===== config.mk =====
export PLATFORM = sky130hd
export DESIGN_NAME = rdd_decoder
export DESIGN_NICKNAME = d
export VERILOG_FILES = /design/src/rdd_pkg.sv /design/src/rdd_decoder.sv
export SDC_FILE = /design/constraint.sdc
export NUM_CORES = 1
export LEC_CHECK = 0
export BUFFER_PORTS_ARGS = -buffer_cell sky130_fd_sc_hd__buf_2
export CORE_ASPECT_RATIO = 0.8
export CORE_MARGIN = 2
export CORE_UTILIZATION = 49
export CTS_CLUSTER_SIZE = 28
export DETAILED_ROUTE_END_ITERATION = 12
export GPL_TIMING_DRIVEN = 0
export PLACE_DENSITY = 0.8
export SYNTH_ARGS = -nofsm -noshare
export SYNTH_HDL_FRONTEND = slang
export SYNTH_SLANG_ARGS = --single-unit

===== constraint.sdc =====
create_clock -name clk_i -period 6.35 [get_ports clk_i]
set_clock_uncertainty 0.15 [all_clocks]
set_input_delay 1.27 -clock clk_i [delete_from_list [all_inputs] [get_ports clk_i]]
set_output_delay 1.27 -clock clk_i [all_outputs]
set_load 0.005 [all_outputs]

===== src/rdd_pkg.sv =====
package rdd_pkg;

	// ***************************************
	// instruction encoding
	// ***************************************
	localparam logic [3:0]  RDD_OPC_READ_DIRECT = 4'h1;
	localparam logic [3:0]  RDD_OPC_LOAD_WORD   = 4'h8;
	localparam logic [3:0]  RDD_MODE_INTERNAL   = 4'h0;
	localparam logic [7:0]  RDD_FN_NONE         = 8'h00;
	localparam logic [7:0]  RDD_FN_SWITCHES     = 8'h80;
	localparam logic [7:0]  RDD_FN_FLOAT_MODE   = 8'h9E;
	localparam logic [4:0]  RDD_GR_PREFIX       = 5'h11;
	localparam logic [2:0]  RDD_GR_CODE_LO      = 3'h2;
	localparam logic [2:0]  RDD_GR_CODE_HI      = 3'h6;

	// status word copy functions
	localparam logic [7:0]  RDD_FN_PSD_PLAIN_A  = 8'hC0;
	localparam logic [7:0]  RDD_FN_PSD_PLAIN_B  = 8'hE0;
	localparam logic [7:0]  RDD_FN_PSD_PLAIN_C  = 8'hF0;
	localparam logic [7:0]  RDD_FN_PSD_EI_CLR   = 8'hE4;
	localparam logic [7:0]  RDD_FN_PSD_II_CLR   = 8'hE8;
	localparam logic [7:0]  RDD_FN_PSD_BOTH_CLR = 8'hEC;
	localparam logic [7:0]  RDD_FN_PSD_EI_SET   = 8'hF4;
	localparam logic [7:0]  RDD_FN_PSD_II_SET   = 8'hF8;
	localparam logic [7:0]  RDD_FN_PSD_BOTH_SET = 8'hFC;

	// ***************************************
	// status word layout (word bit = 15 - doc bit)
	// ***************************************
	localparam logic [15:0] RDD_PSD_IND_MASK    = 16'h00F3;
	localparam int          RDD_PSD_FM_BIT      = 6;
	localparam int          RDD_PSD_II_BIT      = 5;
	localparam int          RDD_PSD_EI_BIT      = 4;

	// ***************************************
	// register map
	// ***************************************
	localparam logic [3:0]  RDD_REG_OPTIONS     = 4'h0;
	localparam logic [3:0]  RDD_REG_STATUS      = 4'h4;
	localparam logic [3:0]  RDD_REG_FAULT       = 4'h8;
	localparam logic [2:0]  RDD_OPTIONS_RST     = 3'h7;
	localparam int          RDD_OPT_FIELD_BIT   = 0;
	localparam int          RDD_OPT_GENREG_BIT  = 1;
	localparam int          RDD_OPT_FLOAT_BIT   = 2;

	typedef enum logic [1:0] {
		RDD_IDLE     = 2'b01,
		RDD_GR_AWAIT = 2'b10
	} rdd_state_t;

	// one dispatched instruction word
	typedef struct packed {
		logic        valid;
		logic [15:0] word;
		logic [15:0] eff;
		logic [15:0] operand;
	} rdd_instr_t;

	typedef struct packed {
		rdd_state_t  state;
		logic [15:0] sw_meta;
		logic [15:0] sw_sync;
		logic        ei;
		logic        ii;
		logic        fm;
		logic [2:0]  options;
		logic [7:0]  fault_func;
		logic [2:0]  gr_code;
		logic        a_load;
		logic [15:0] a_data;
		logic        src_copy;
		logic [5:0]  src_code;
		logic        iop_op;
		logic        field_cond;
		logic        multi_cond;
		logic [7:0]  func;
		logic        gr_write;
		logic [15:0] gr_data;
		logic        hold;
		logic        fault;
		logic        other_mode;
		logic [3:0]  mode;
		logic        av_wait;
		logic [31:0] av_rdata;
	} rdd_st_t;

endpackage


===== src/rdd_decoder.sv =====
`timescale 1ns/1ps
// Behaviour
// - mode field selects one of sixteen portions
// - modifier bits zero: function from original word
// - unassigned function raises unimplemented fault
// - group 00 nonzero copies register into A
// - group 01 passes six single-bit I/O values
// - 80 loads data switches into A
// - field addressing values condition field addressing
// - 8A-8E condition general-register next word
// - listed values condition multiple-register next word
// - 9E sets floating mode bit
// - listed group 10 values raise fault
// - group 11 honours only nine values
// - three values copy status word unchanged
// - copy status then clear external inhibit
// - copy status then clear internal inhibit
// - copy status then clear both inhibits
// - copy status then set external inhibit
// - copy status then set internal inhibit
// - copy status then set both inhibits
// - non-indicator status bits copy as zero
// - load word fills register chosen by code
// - no interrupt between two sequence words
module rdd_decoder (
	input  wire logic                clk_i,
	input  wire logic                sys_rst_i,
	input  wire rdd_pkg::rdd_instr_t instr_i,
	input  wire logic [15:0]         psd_i,
	input  wire logic [15:0]         data_switch_i,
	input  wire logic [3:0]          avs_address_i,
	input  wire logic                avs_read_i,
	input  wire logic                avs_write_i,
	input  wire logic [31:0]         avs_writedata_i,
	input  wire logic [3:0]          avs_byteenable_i,
	output logic [31:0]              avs_readdata_o,
	output logic                     avs_waitrequest_o,
	output logic                     a_load_o,
	output logic [15:0]              a_data_o,
	output logic                     src_copy_o,
	output logic [5:0]               source_register_code_o,
	output logic                     iop_op_o,
	output logic                     field_cond_o,
	output logic                     multi_cond_o,
	output logic [7:0]               func_o,
	output logic                     gr_write_o,
	output logic [2:0]               target_register_code_o,
	output logic [15:0]              gr_data_o,
	output logic                     seq_hold_o,
	output logic                     fault_o,
	output logic                     other_mode_o,
	output logic [3:0]               mode_o,
	output logic                     ext_inh_o,
	output logic                     int_inh_o,
	output logic                     float_mode_o
);

	// ***************************************
	// decode of the dispatched word
	// ***************************************
	rdd_pkg::rdd_st_t st_q;
	rdd_pkg::rdd_st_t st_d;
	logic             direct;
	logic             go;
	logic [3:0]       dec_mode;
	logic [7:0]       dec_func;
	logic [2:0]       dec_code;
	logic             is_field;
	logic             is_gr;
	logic             is_multi;
	logic             is_iop;
	logic [15:0]      psd_word;
	logic             av_req;

	// effective mode and function selection
	assign direct   = (instr_i.word[11:8] == 4'h0);
	assign dec_mode = direct ? rdd_pkg::RDD_MODE_INTERNAL : instr_i.eff[11:8];
	assign dec_func = direct ? instr_i.word[7:0] : instr_i.eff[7:0];
	assign dec_code = dec_func[2:0];
	assign go       = instr_i.valid && (st_q.state == rdd_pkg::RDD_IDLE)
		&& (instr_i.word[15:12] == rdd_pkg::RDD_OPC_READ_DIRECT);

	// function classes of groups 10 and 01
	assign is_field = (dec_func[7:6] == 2'b10)
		&& (dec_func[3:0] inside {4'h0, 4'h1, 4'h7, 4'h8, 4'h9, 4'hF})
		&& !(dec_func inside {8'h80, 8'h81, 8'h87});
	assign is_gr    = (dec_func[7:3] == rdd_pkg::RDD_GR_PREFIX)
		&& (dec_code >= rdd_pkg::RDD_GR_CODE_LO)
		&& (dec_code <= rdd_pkg::RDD_GR_CODE_HI);
	assign is_multi = dec_func inside {[8'h92:8'h96], [8'h9A:8'h9D], [8'hA2:8'hA4],
		8'hAA, 8'hAB, 8'hB2};
	assign is_iop   = (dec_func[7:6] == 2'b01) && ($countones(dec_func[5:0]) == 1);

	// status word as seen by software, spare bits zero
	always_comb begin
		psd_word = psd_i & rdd_pkg::RDD_PSD_IND_MASK;
		psd_word[rdd_pkg::RDD_PSD_FM_BIT] = st_q.fm;
		psd_word[rdd_pkg::RDD_PSD_II_BIT] = st_q.ii;
		psd_word[rdd_pkg::RDD_PSD_EI_BIT] = st_q.ei;
	end

	assign av_req = avs_read_i || avs_write_i;

	// ***************************************
	// next state
	// ***************************************
	always_comb begin
		st_d            = st_q;
		st_d.sw_meta    = data_switch_i;
		st_d.sw_sync    = st_q.sw_meta;
		st_d.a_load     = 1'b0;
		st_d.src_copy   = 1'b0;
		st_d.iop_op     = 1'b0;
		st_d.field_cond = 1'b0;
		st_d.multi_cond = 1'b0;
		st_d.gr_write   = 1'b0;
		st_d.fault      = 1'b0;
		st_d.other_mode = 1'b0;
		case (st_q.state)
			rdd_pkg::RDD_IDLE: begin
				if (go && (dec_mode != rdd_pkg::RDD_MODE_INTERNAL)) begin
					// hand over to interrupt, direct I/O or special equipment
					st_d.other_mode = 1'b1;
					st_d.mode       = dec_mode;
					st_d.func       = dec_func;
				end else if (go) begin
					st_d.mode = dec_mode;
					st_d.func = dec_func;
					case (dec_func[7:6])
						2'b00: begin
							if (dec_func == rdd_pkg::RDD_FN_NONE) begin
								st_d.fault = 1'b1;
							end else begin
								st_d.src_copy = 1'b1;
								st_d.src_code = dec_func[5:0];
							end
						end
						2'b01: begin
							if (is_iop) begin
								st_d.iop_op = 1'b1;
							end else begin
								st_d.fault = 1'b1;
							end
						end
						2'b10: begin
							if (dec_func == rdd_pkg::RDD_FN_SWITCHES) begin
								st_d.a_load = 1'b1;
								st_d.a_data = st_q.sw_sync;
							end else if (is_field && st_q.options[rdd_pkg::RDD_OPT_FIELD_BIT]) begin
								st_d.field_cond = 1'b1;
							end else if (is_gr && st_q.options[rdd_pkg::RDD_OPT_GENREG_BIT]) begin
								// next word runs on the coded register, interrupts held off
								st_d.state   = rdd_pkg::RDD_GR_AWAIT;
								st_d.gr_code = dec_code;
								st_d.hold    = 1'b1;
							end else if (is_multi) begin
								st_d.multi_cond = 1'b1;
							end else if ((dec_func == rdd_pkg::RDD_FN_FLOAT_MODE)
								&& st_q.options[rdd_pkg::RDD_OPT_FLOAT_BIT]) begin
								st_d.fm = 1'b1;
							end else begin
								st_d.fault = 1'b1;
							end
						end
						default: begin
							// group 11: copy status word into A, then alter inhibits
							st_d.a_load = 1'b1;
							st_d.a_data = psd_word;
							case (dec_func)
								rdd_pkg::RDD_FN_PSD_PLAIN_A,
								rdd_pkg::RDD_FN_PSD_PLAIN_B,
								rdd_pkg::RDD_FN_PSD_PLAIN_C: begin
									st_d.ei = st_q.ei;
								end
								rdd_pkg::RDD_FN_PSD_EI_CLR: begin
									st_d.ei = 1'b0;
								end
								rdd_pkg::RDD_FN_PSD_II_CLR: begin
									st_d.ii = 1'b0;
								end
								rdd_pkg::RDD_FN_PSD_BOTH_CLR: begin
									st_d.ei = 1'b0;
									st_d.ii = 1'b0;
								end
								rdd_pkg::RDD_FN_PSD_EI_SET: begin
									st_d.ei = 1'b1;
								end
								rdd_pkg::RDD_FN_PSD_II_SET: begin
									st_d.ii = 1'b1;
								end
								rdd_pkg::RDD_FN_PSD_BOTH_SET: begin
									st_d.ei = 1'b1;
									st_d.ii = 1'b1;
								end
								default: begin
									st_d.a_load = 1'b0;
									st_d.a_data = st_q.a_data; // refused value leaves A data alone
									st_d.fault  = 1'b1;
								end
							endcase
						end
					endcase
					if (st_d.fault) begin
						st_d.fault_func = dec_func;
					end
				end
			end
			rdd_pkg::RDD_GR_AWAIT: begin
				// second word: load word writes the operand to the coded register
				if (instr_i.valid) begin
					st_d.state = rdd_pkg::RDD_IDLE;
					st_d.hold  = 1'b0;
					if (instr_i.word[15:12] == rdd_pkg::RDD_OPC_LOAD_WORD) begin
						st_d.gr_write = 1'b1;
						st_d.gr_data  = instr_i.operand;
					end
				end
			end
			default: begin
				st_d.state = rdd_pkg::RDD_IDLE;
				st_d.hold  = 1'b0;
			end
		endcase

		// bus slave: one wait cycle, then the answer edge
		if (av_req && st_q.av_wait) begin
			st_d.av_wait = 1'b0;
			case (avs_address_i)
				rdd_pkg::RDD_REG_OPTIONS: st_d.av_rdata = {29'h0, st_q.options};
				rdd_pkg::RDD_REG_STATUS:  st_d.av_rdata = {26'h0, st_q.state, st_q.hold, st_q.fm, st_q.ii, st_q.ei};
				rdd_pkg::RDD_REG_FAULT:   st_d.av_rdata = {24'h0, st_q.fault_func};
				default:                  st_d.av_rdata = 32'h0;
			endcase
		end else begin
			st_d.av_wait = 1'b1;
		end
		if (avs_write_i && !st_q.av_wait && (avs_address_i == rdd_pkg::RDD_REG_OPTIONS)
			&& avs_byteenable_i[0]) begin
			st_d.options = avs_writedata_i[2:0];
		end
	end

	// state register
	always_ff @(posedge clk_i) begin
		if (sys_rst_i) begin
			st_q         <= '0;
			st_q.state   <= rdd_pkg::RDD_IDLE;
			st_q.options <= rdd_pkg::RDD_OPTIONS_RST;
			st_q.av_wait <= 1'b1;
		end else begin
			st_q <= st_d;
		end
	end

	// ***************************************
	// outputs
	// ***************************************
	assign avs_readdata_o         = st_q.av_rdata;
	assign avs_waitrequest_o      = st_q.av_wait;
	assign a_load_o               = st_q.a_load;
	assign a_data_o               = st_q.a_data;
	assign src_copy_o             = st_q.src_copy;
	assign source_register_code_o = st_q.src_code;
	assign iop_op_o               = st_q.iop_op;
	assign field_cond_o           = st_q.field_cond;
	assign multi_cond_o           = st_q.multi_cond;
	assign func_o                 = st_q.func;
	assign gr_write_o             = st_q.gr_write;
	assign target_register_code_o = st_q.gr_code;
	assign gr_data_o              = st_q.gr_data;
	assign seq_hold_o             = st_q.hold;
	assign fault_o                = st_q.fault;
	assign other_mode_o           = st_q.other_mode;
	assign mode_o                 = st_q.mode;
	assign ext_inh_o              = st_q.ei;
	assign int_inh_o              = st_q.ii;
	assign float_mode_o           = st_q.fm;
endmodule


* After elaboration in Yosys (flattened, before gate mapping)
Index checks and enable logic that the tools add are counted.
Cells by class: equality and inequality tests 39, magnitude comparators 8, add/sub/neg operators 5, mux-type cells 45, reduce and logical (&&, ||, !) cells 58, bitwise operators 15
Operators by type and width (number):
- 8-bit == test, second input constant | 16
- 17-bit 2-to-1 mux | 3
- 17-bit one-hot mux with 2 select lines | 1
- 8-bit >= comparator, second input constant | 3
- 8-bit <= comparator, second input constant | 3
- 8-bit 2-to-1 mux | 3
- 8-bit one-hot mux with 3 select lines | 1
- 2-bit 2-to-1 mux | 11
- 4-bit == test, second input constant | 5
- 1-bit logical AND | 18
- 1-bit 2-to-1 mux | 17
- 1-bit inverter | 15
- 5-bit AND reduction | 3
- 7-bit AND reduction | 2
- 4-bit by 1-bit == test with 1-bit output, second input constant | 3
- 4-bit logical NOT | 3
- 4-bit 2-to-1 mux | 3
- 6-bit nonzero test | 2
- 2-bit OR reduction | 6
- 2-bit != test, second input constant | 5
- 5-bit OR reduction | 2
- 9-bit AND reduction | 1
- 9-bit OR reduction | 1
- 4-bit by 3-bit == test with 1-bit output, second input constant | 2
- other kinds (28) | 41
Storage, ports and cells: word-level logic and storage cells 195, flip-flop bits (word level) 143, bits of input ports 125

* Logic depth before layout (Yosys ltp)
Gate-level depths: netlist (run 1).
depth in word-level cells 16, mapped depth 16

* Worst setup path after synthesis (run 1)
Ideal clock, no wire load.
path kind in2reg, from input port instr_i[41] in the netlist's numbering, to register st_q (netlist bit fault_o), data required time 6122 ps, slack 1038 ps, library setup time 78 ps, arrival time 5084 ps, stages 16, cell sequence nor4_4 -> buf_6 -> buf_4 -> mux2i_1 -> inv_1 -> fa_1 -> xnor2_1 -> ha_1 -> ha_1 -> fa_1 -> nor2_1 -> a31o_2 -> a21boi_2 -> buf_2 -> a31oi_1 -> nor3_1
Between the ends: cells in the longest elaborated chain, start to end 13, elaborated cells between the ends (all ways) 75, those cells by class add/sub: 5; order compare: 8; eq/ne: 25; mux: 14; reduce/logical: 23
RTL lines:
- start, declared | RTL line rdd_decoder.sv:28 | input wire rdd_pkg::rdd_instr_t instr_i,
- 4-bit logical NOT * | RTL line rdd_decoder.sv:76 | assign direct = (instr_i.word[11:8] == 4'h0);
- 8-bit 2-to-1 mux * | RTL line rdd_decoder.sv:78 | assign dec_func = direct ? instr_i.word[7:0] : instr_i.eff[7:0];
- via dec_func[0] | RTL line rdd_decoder.sv:66 | logic [7:0] dec_func;
- 8-bit >= comparator, or another cell as far along | RTL line rdd_decoder.sv:90 | assign is_multi = dec_func inside {[8'h92:8'h96], [8'h9A:8'h9D], [8'hA2:8'hA4],
- 1-bit logical AND, or another cell as far along | RTL line rdd_decoder.sv:90
- 6-bit nonzero test, or another cell as far along | RTL line rdd_decoder.sv:90
- 1-bit 2-to-1 mux, or another cell as far along | RTL line rdd_decoder.sv:156 | end else if (is_multi) begin
- 1-bit 2-to-1 mux or 1-bit logical AND (tied branches) | RTL line rdd_decoder.sv:151, rdd_decoder.sv:149
- 2-bit 2-to-1 mux | RTL line rdd_decoder.sv:149 | end else if (is_field && st_q.options[rdd_pkg::RDD_OPT_FIELD_BIT]) begin
- 2-bit 2-to-1 mux | RTL line rdd_decoder.sv:146 | if (dec_func == rdd_pkg::RDD_FN_SWITCHES) begin
- 1-bit one-hot mux with 3 select lines * | RTL line rdd_decoder.sv:129 | case (dec_func[7:6])
- 1-bit 2-to-1 mux * | RTL line rdd_decoder.sv:126 | end else if (go) begin
- 1-bit 2-to-1 mux * | RTL line rdd_decoder.sv:121 | if (go && (dec_mode != rdd_pkg::RDD_MODE_INTERNAL)) begin
- 1-bit 2-to-1 mux * | RTL line rdd_decoder.sv:119 | case (st_q.state)
- end signal, assigned | RTL line rdd_decoder.sv:251 | st_q <= st_d;
- end, declared | RTL line rdd_decoder.sv:61 | rdd_pkg::rdd_st_t st_q;
Mark *: on every way through the listed nets, which the timed path passes. The rest lies on a longest branch. The select of a mux whose other input is x is not followed. A chain may end at the register's enable or synchronous reset.

* Worst setup path after layout (run 1)
Ends and elaborated chain as after synthesis.

==> qor.yml, run 1 <==
clock_tree:
  cts_resized: 0
  cts_tree: "done"
  htree_levels: 4
  post_cts_buffers: 0
  numCtsBuffers: 17
  clock_latency_ns: 0.41
  path_clk_slew_ns: 0.06
  holdBufCountCts: 0
  cts_root_buf: "clkbuf_16"
  cts.sinks: 119
  cts_max_path_buffers: 2
cells_and_area:
  syn2layout_area_growth_pct: 28.8
  drive_gt1_share_pct: 35.1
  design_area_um2: 7500
  fin_nets: 969
  final_common_cell: "buf_2"
  fill_cells: 973
  diodes: 0
  final_cell_mix: "buf_2, dfxtp_1, buf_4, nor2_1, nand2_1"
worst_setup_path:
  arrival_ns: 6.23
  crit_start: "instr_i[41]"
  cp_max_fo: 10
  cp-start-kind: "primary input"
  slowest_stage: "mux2i_1"
  path_buf_inv: 5
  required_ns: 6.51
  crit_chain: "buf_2 -> nor4_4 -> buf_6 -> buf_4 -> mux2i_1 -> inv_1 -> fa_1 -> xnor2_1 -> ha_1 -> ha_1 -> fa_1 -> nor2_1 -> a31o_2 -> a21boi_2 -> buf_2 -> a31oi_1 -> nor3_1"
  r2r-start: "st_q[141]"
  critPathMaxStageDelay_ns: 0.67
  endpoint_kind: "flop"
  critPathKind: "in -> reg"
  cp_top_family: "adder cells"
routing:
  wire_per_inst_um: 15.3
  vias: 5283
  vias_per_cell: 5.30
  routed_wl_um: 15200
  ant_nets: 0
  drt_iter0_markers: 500
  drc: 0
  dr.pass1.iters: 5
die:
  start_util_pct: 50.4
  die_area_um2: 12800
  core_area_um2: 11600
  dieWidth_um: 126
  die_y_um: 102
  ios: 223
  rows: 35
timing:
  setup_violations: 0
  relSlewSlack_pct: 28.1
  fin_crit_sh_pct: 95.5
  period_needed_ns: 6.07
  finalHoldWorstSlack_ns: 0.281
  rsz0062_at_grt: "no"
  worstMarginPinSlew_ns: 1.05
  slew_violations: 0
  max_freq_mhz: 165
  hold_viol_final: 0
global_route:
  grt_usage_pct: 23.8
  antenna_found_initial: 0
  overflow: 0
  grt_max_degree: 17
  grt_pass1_vias: 4867
  grt_pass1_wl_um: 24300
synthesis:
  postSynth.asyncResetShare_pct: 0
  synth_top_area_cell: "dfxtp_1"
  ys_seq_elements: 119
  ys_seq_area_share_pct: 40.9
  synth_area_per_cell_um2: 8.98
  synth_mux_area_share_pct: 6.98
  synth_edf_count: 0
  synthSimpleGateAreaFrac_pct: 23.5
  synth_adder_area_share_pct: 1.98
  synth_area_leaders: "dfxtp_1, buf_4, mux2i_1"
  synth_flop_cell: "dfxtp_1"
  synth_area_um2: 5830
  synth_compound_area_share_pct: 11.8
  synth_top_area_share_pct: 40.9
  synthCells: 649
  ys_warn_count: 0
  synth_top_family_by_area: "simple AND/OR/NAND/NOR gates"
  synth_xor_area_share_pct: 0.150
  ys_types: 67
job:
  cap_violations: 0
placement:
  placed_area_um2: 6820
  hpwl_um: 11200
  io_buffers: 145
  gp_congestion: 0.955
pwr:
  p_int_mw: 1.58
  power_switching_mw: 0.455
  combPwrFrac_pct: 8.6
  seqPwrFrac_pct: 37.8
  switching_share_pct: 22.4
  pwr-share-clk_pct: 53.6
  p_leak_nw: 3.53
  powerDensity_nw_per_um2: 271
  ir_drop_mv: 0.199
run_status:
  outcome: "complete, no violations"
hold_path:
  hp-start: "st_d[123]"
  hp-class: "reg -> reg"
[power by group through the flow]
stage	combinational, mW	sequential (mW)	clock (mW)
2_1_floorplan	0.107	0.781	0
3_3_place_gp	0.167	0.782	0
3_5_place_dp	0.169	0.782	0
4_1_cts	0.171	0.766	1.10
5_1_grt	0.192	0.767	1.13
6_report	0.175	0.767	1.09
[per-layer routing]
layer  share of wire, %  global-route usage (%)
met1                 46                    33.5
met2                 43                    36.4
met3                8.6                    5.02
met4                2.0                    8.88
met5                  0                       0
[cell usage after synthesis (5+ instances only)]
cell type,n
a221oi_1,12
buf_4,87
a21oi_1,23
clkbuf_1,22
a32oi_1,7
buf_2,5
mux2_2,5
dfxtp_1,119
nand2b_1,5
nor4_1,7
mux2i_1,35
nor3_1,35
nand3_1,26
inv_1,10
nor3b_1,9
ha_1,6
nand2_1,39
o21ai_0,8
a211oi_1,14
nor2_1,59
nor2b_1,37
[final cells by class]
cell class              count  area (um2)  area share [%]
multi-input cells         422        2680            35.8
flip-flops and latches    119        2380            31.8
plain buffers             120         813            10.8
repair buffers            145         726            9.67
clock buffers              17         425            5.67
clock inverters            15         246            3.29
well taps                 148         185            2.47
inverters                  11        41.3           0.550
[per-stage QoR]
step	instances	total power [mW]	setup slack [ns]	util, %	setup TNS, ns
after floorplan	672	0.888	1.04	-	0
after global placement	965	0.949	-0.0920	59.0	-0.0920
after detailed placement	965	0.952	-0.0306	59.0	-0.0306
after CTS	997	2.03	0.395	64.8	0
after global routing	997	2.09	0.160	64.9	0
final	997	2.03	0.284	64.9	0
[final timing paths]
check / to / slack (ns) / depth (start not counted)
max: fault_o / 0.28 / 17
min: st_q[123] / 0.28 / 1
max reg2reg: st_q[96] / 3.28 / 8
min reg2reg: st_q[123] / 0.28 / 1
[cell families after synthesis]
kind of cell    Yosys count
fa+ha+maj                 8
flops                   119
buf+inv                 131
compound gates           95
xor+xnor                  1
simple gates            254
other cells               1
mux                      40
[registers in the layout, summed over array words and instances (netlist names), 3 cells and up]
| register | flops |
|---|---|
| func_o | 8 |
| avs_readdata_o | 8 |
| gr_data_o | 16 |
| mode_o | 4 |
| st_q | 29 |
| a_data_o | 16 |
| source_register_code_o | 6 |
| st_d | 16 |
| target_register_code_o | 3 |
Power figures use the tool's default switching activity.
==> run 2, diff against run 1 <==
==> constraint.sdc (replaced) <==
create_clock -name clk_i -period 6.35 [get_ports clk_i]
set_clock_uncertainty 0.15 [all_clocks]
set_input_delay 0 -clock clk_i [delete_from_list [all_inputs] [get_ports clk_i]]
set_output_delay 0 -clock clk_i [all_outputs]
set_load 0.005 [all_outputs]
==> qor.yml, run 2 (synthesized netlist as in run 1, its figures left out) <==
pwr:
  p_leak_nw: 3.76
  total_power_mw: 2.07
  powerDensity_nw_per_um2: 258
  ir_drop_mv: 0.205
worst_setup_path:
  critPathKind: "in -> reg"
  crit_chain: "buf_2 -> nor4_4 -> buf_6 -> buf_4 -> mux2i_1 -> inv_1 -> fa_1 -> xnor2_1 -> ha_1 -> ha_1 -> fa_1 -> nor2_1 -> a31o_2 -> a21boi_2 -> buf_2 -> a31oi_1 -> nor3_1"
  cp_num_cells: 17
  r2r_end: "st_q[95]"
  arrival_ns: 4.95
  path_buf_inv: 5
  r2r_cells: 8
  critPathMaxStageDelay_ns: 0.68
  r2r-start: "st_q[141]"
  cp_max_fo: 10
  r2r_slack_ns: 3.32
  cp-start-kind: "primary input"
  required_ns: 6.52
  cp_top_family: "adder cells"
  endpoint_kind: "flop"
  slowest_stage: "mux2i_1"
timing:
  finalHoldWorstSlack_ns: -0.00846
  max_freq_mhz: 209
  slew_violations: 0
  period_needed_ns: 4.78
  fin_setup_tns_ns: 0
  fin_crit_sh_pct: 75.3
  worstMarginPinSlew_ns: 1.09
  rsz0062_at_grt: "no"
  setup_violations: 0
  hold_viol_final: 1
  relSlewSlack_pct: 24.9
  fin_ws_ns: 1.57
hold_path:
  hold_end: "avs_readdata_o[5]"
  hp-start: "avs_address_i[0]"
  hp-class: "in -> reg"
  holdPathStages: 4
cells_and_area:
  final_common_cell: "buf_2"
  final_cell_mix: "buf_2, dfxtp_1, buf_4, nor2_1, dlygate4sd3_1"
  fill_cells: 900
  fin_nets: 1020
  largest-register: "st_q"
  diodes: 0
  final_cells: 1048
  regArea_um2: 2380
  multiInputGateArea_um2: 2680
  largest_reg_flops: 29
  syn2layout_area_growth_pct: 37.5
  drive_gt1_share_pct: 33.1
routing:
  dr.pass1.iters: 6
  drc: 0
  routed_wl_um: 16700
  ant_nets: 0
  vias_per_cell: 5.33
  drt_iter0_markers: 518
  wire_per_inst_um: 15.9
  vias: 5582
global_route:
  grt_pass1_vias: 5245
  overflow: 0
  grt_usage_pct: 26.0
  antenna_found_initial: 0
  grt_max_degree: 17
  grt_pass1_wl_um: 26300
clock_tree:
  numCtsBuffers: 17
  holdBufCountCts: 51
  cts.sinks: 119
  htree_levels: 4
  clock_latency_ns: 0.42
  post_cts_buffers: 0
  path_clk_slew_ns: 0.06
  cts_max_path_buffers: 2
  cts_root_buf: "clkbuf_16"
  cts_tree: "done"
  cts_resized: 0
die:
  start_util_pct: 50.4
  rows: 35
  core_area_um2: 11600
  dieWidth_um: 126
  die_area_um2: 12800
  ios: 223
  die_y_um: 102
placement:
  placed_cells: 965
  hpwl_um: 11200
  io_buffers: 145
  gp_congestion: 0.955
  dp_worst_setup_slack_ns: 1.24
run_status:
  outcome: "finished with violations"
  violations: "negative hold slack"
job:
  cap_violations: 0
run 2: cell count changes in the layout (fill, tap and decap cells not counted):
cell           change
dlygate4sd3_1     +51
run 2: how the worst max path moves through the flow:
stage / startpoint / endpoint / slack [ns]
3_3_place_gp: instr_i[41] / fault_o / 1.18
2_1_floorplan: instr_i[41] / fault_o / 2.31
6_report: instr_i[41] / fault_o / 1.57
5_1_grt: instr_i[41] / fault_o / 1.44
4_1_cts: instr_i[41] / fault_o / 1.67
3_5_place_dp: instr_i[41] / fault_o / 1.24
run 2: metrics by stage:
step	util [%]	cell area, um2
final	69.3	8010
after global placement	59.0	6820
after detailed placement	59.0	6820
after floorplan	-	5910
after global routing	69.3	8010
after CTS	69.3	8010
run 2: final cells by class:
class                   instances  area share [%]
clock inverters                15            3.08
well taps                     148            2.31
clock buffers                  17            5.31
multi-input cells             422            33.5
repair buffers                196            15.4
inverters                      11           0.515
flip-flops and latches        119            29.7
plain buffers                 120            10.1
run 2: worst register-to-register path, delay by kind of cell, from the launching register on:
family | cells | cell delay (ns)
DFF | 1 | 0.40
AOI/OAI and AO/OA | 2 | 0.88
muxes | 1 | 0.20
and+or+nand+nor | 4 | 1.09
buffers and inverters | 1 | 0.20
run 2: metal layers:
metal	wire (um)	part of all wire [%]	GRT usage [%]	vias to the layer above
met2	7540	45	42.1	304
li1	-	-	-	2663
met1	7350	44	34.6	2580
met4	311	1.9	8.37	0
met5	0	0	0	-
met3	1460	8.8	6.60	35
run 2: report_power, final:
group          leakage [nW]  total [mW]  switching (mW)  internal (mW)
logic                  2.46       0.200           0.106         0.0941
registers             0.967       0.767         0.00534          0.761
clock network         0.328        1.10           0.363          0.739
total                  3.76        2.07           0.474           1.59
==> run 3, diff against run 2 <==
--- a/config.mk
+++ b/config.mk
@@ -8,11 +8,11 @@
 export BUFFER_PORTS_ARGS = -buffer_cell sky130_fd_sc_hd__buf_2
 export CORE_ASPECT_RATIO = 0.8
 export CORE_MARGIN = 2
-export CORE_UTILIZATION = 49
+export CORE_UTILIZATION = 45
 export CTS_CLUSTER_SIZE = 28
 export DETAILED_ROUTE_END_ITERATION = 12
 export GPL_TIMING_DRIVEN = 0
-export PLACE_DENSITY = 0.8
+export PLACE_DENSITY = 0.77
 export SYNTH_ARGS = -nofsm -noshare
 export SYNTH_HDL_FRONTEND = slang
 export SYNTH_SLANG_ARGS = --single-unit
==> constraint.sdc (replaced) <==
create_clock -name clk_i -period 4.1 [get_ports clk_i]
set_clock_uncertainty 0.15 [all_clocks]
set_input_delay 0 -clock clk_i [delete_from_list [all_inputs] [get_ports clk_i]]
set_output_delay 0 -clock clk_i [all_outputs]
set_load 0.005 [all_outputs]
==> qor.yml, run 3 (synthesized netlist as in run 1, its figures left out) <==
run_status:
  outcome: "complete, no violations"
pwr:
  seqPwrFrac_pct: 38.1
  switching_share_pct: 22.4
  power_switching_mw: 0.700
  total_power_mw: 3.12
  pwr-share-clk_pct: 51.6
  powerDensity_nw_per_um2: 383
  combPwrFrac_pct: 10.3
  p_leak_nw: 3.80
  p_int_mw: 2.42
  ir_drop_mv: 0.320
die:
  core_area_um2: 12700
  die_area_um2: 13900
  ios: 223
  die_y_um: 106
  start_util_pct: 45.8
  rows: 37
  dieWidth_um: 131
worst_setup_path:
  cp_max_fo: 10
  r2r_cells: 8
  slowest_stage: "fa_1"
  critPathMaxStageDelay_ns: 0.54
  cp_top_family: "adder cells"
  cp_num_cells: 17
  required_ns: 4.27
  arrival_ns: 4.06
  critPathKind: "in -> reg"
  cp-start-kind: "primary input"
  crit_chain: "buf_2 -> nor4_4 -> buf_4 -> buf_4 -> mux2i_4 -> inv_1 -> fa_1 -> xnor2_1 -> ha_1 -> ha_1 -> fa_1 -> nor2_1 -> a31o_2 -> a21boi_4 -> clkbuf_4 -> a31oi_1 -> nor3_1"
  path_buf_inv: 5
  endpoint_kind: "flop"
clock_tree:
  htree_levels: 4
  clock_latency_ns: 0.40
  cts_max_path_buffers: 2
  numCtsBuffers: 17
  cts_root_buf: "clkbuf_16"
  path_clk_slew_ns: 0.05
  cts.sinks: 119
  cts_tree: "done"
global_route:
  overflow: 0
  grt_pass1_wl_um: 26900
  antenna_found_initial: 0
  grt_pass1_vias: 5299
  grt_usage_pct: 24.3
  grt_max_degree: 17
timing:
  finalHoldWorstSlack_ns: 0.00477
  max_freq_mhz: 257
  slew_violations: 0
  fin_crit_sh_pct: 94.9
  hold_viol_final: 0
  relSlewSlack_pct: 3.84
  rsz0062_at_grt: "no"
  period_needed_ns: 3.89
  worstMarginPinSlew_ns: 1.42
  fin_setup_tns_ns: 0
  fin_ws_ns: 0.210
  setup_violations: 0
cells_and_area:
  regArea_um2: 2380
  fill_cells: 1027
  largest_reg_flops: 29
  largest-register: "st_q"
  multiInputGateArea_um2: 2710
  drive_gt1_share_pct: 33.5
  fin_nets: 1031
  final_cell_mix: "buf_2, dfxtp_1, buf_4, nor2_1, dlygate4sd3_1"
  syn2layout_area_growth_pct: 39.9
  diodes: 0
  design_area_um2: 8150
  final_common_cell: "buf_2"
placement:
  hpwl_um: 11400
  dp_worst_setup_slack_ns: -0.906
  io_buffers: 145
  placed_area_um2: 6860
  gp_congestion: 0.947
routing:
  ant_nets: 0
  vias_per_cell: 5.10
  dr.pass1.iters: 5
  drt_iter0_markers: 552
  routed_wl_um: 16800
  drc: 0
  vias: 5537
  wire_per_inst_um: 15.5
hold_path:
  holdPathStages: 3
  hp-class: "in -> reg"
job:
  cap_violations: 0
[run 3: worst paths after layout]
kind	start	to	slack, ns
worst max-delay path	instr_i[42]	fault_o	0.21
worst min-delay path	instr_i[33]	source_register_code_o[1]	0.005
worst max register to register	st_q[141]	source_register_code_o[4]	1.19
worst min register to register	st_d[109]	st_q[109]	0.29
[run 3: through the flow]
step | util [%] | std cells
floorplan | - | 672
finish | 64.0 | 1086
CTS | 63.7 | 1083
global route | 64.0 | 1086
global placement | 53.9 | 992
detailed placement | 53.9 | 992
[run 3: cell type report]
| cell class | instances | share of cell area [%] |
|---|---|---|
| multi-input cells | 422 | 33.3 |
| flip-flops and latches | 119 | 29.2 |
| well taps | 175 | 2.69 |
| clock inverters | 10 | 2.03 |
| clock buffers | 22 | 5.94 |
| repair buffers | 207 | 16.4 |
| plain buffers | 120 | 10.0 |
| inverters | 11 | 0.506 |
[run 3: routing by layer]
metal | vias up | part of all wire [%] | GRT usage (%)
met1 | 2523 | 44 | 32.7
met5 | - | 0 | 0
met3 | 35 | 8.9 | 6.20
li1 | 2680 | - | -
met2 | 299 | 45 | 37.6
met4 | 0 | 2.4 | 9.63
[run 3: power groups by stage]
stage / logic (mW) / registers (mW) / clock network (mW)
2_1_floorplan: 0.165 / 1.21 / 0
3_3_place_gp: 0.259 / 1.21 / 0
3_5_place_dp: 0.263 / 1.21 / 0
4_1_cts: 0.308 / 1.19 / 1.63
5_1_grt: 0.352 / 1.19 / 1.69
6_report: 0.323 / 1.19 / 1.61
[run 3: timing repair]
action                                 CTS  global route
buffers inserted                         2             3
setup endpoints to repair                9             9
pin swaps                                1             0
endpoints found under the hold margin   56             0
gates resized for setup                  4             4
hold buffers                            57             0
[run 3: worst reg2reg max path, delay by kind of cell (launching register included)]
family          cells  cell delay, ns
compound gates      1            0.18
simple gates        6            1.80
buf+inv             1            0.25
flops               1            0.40
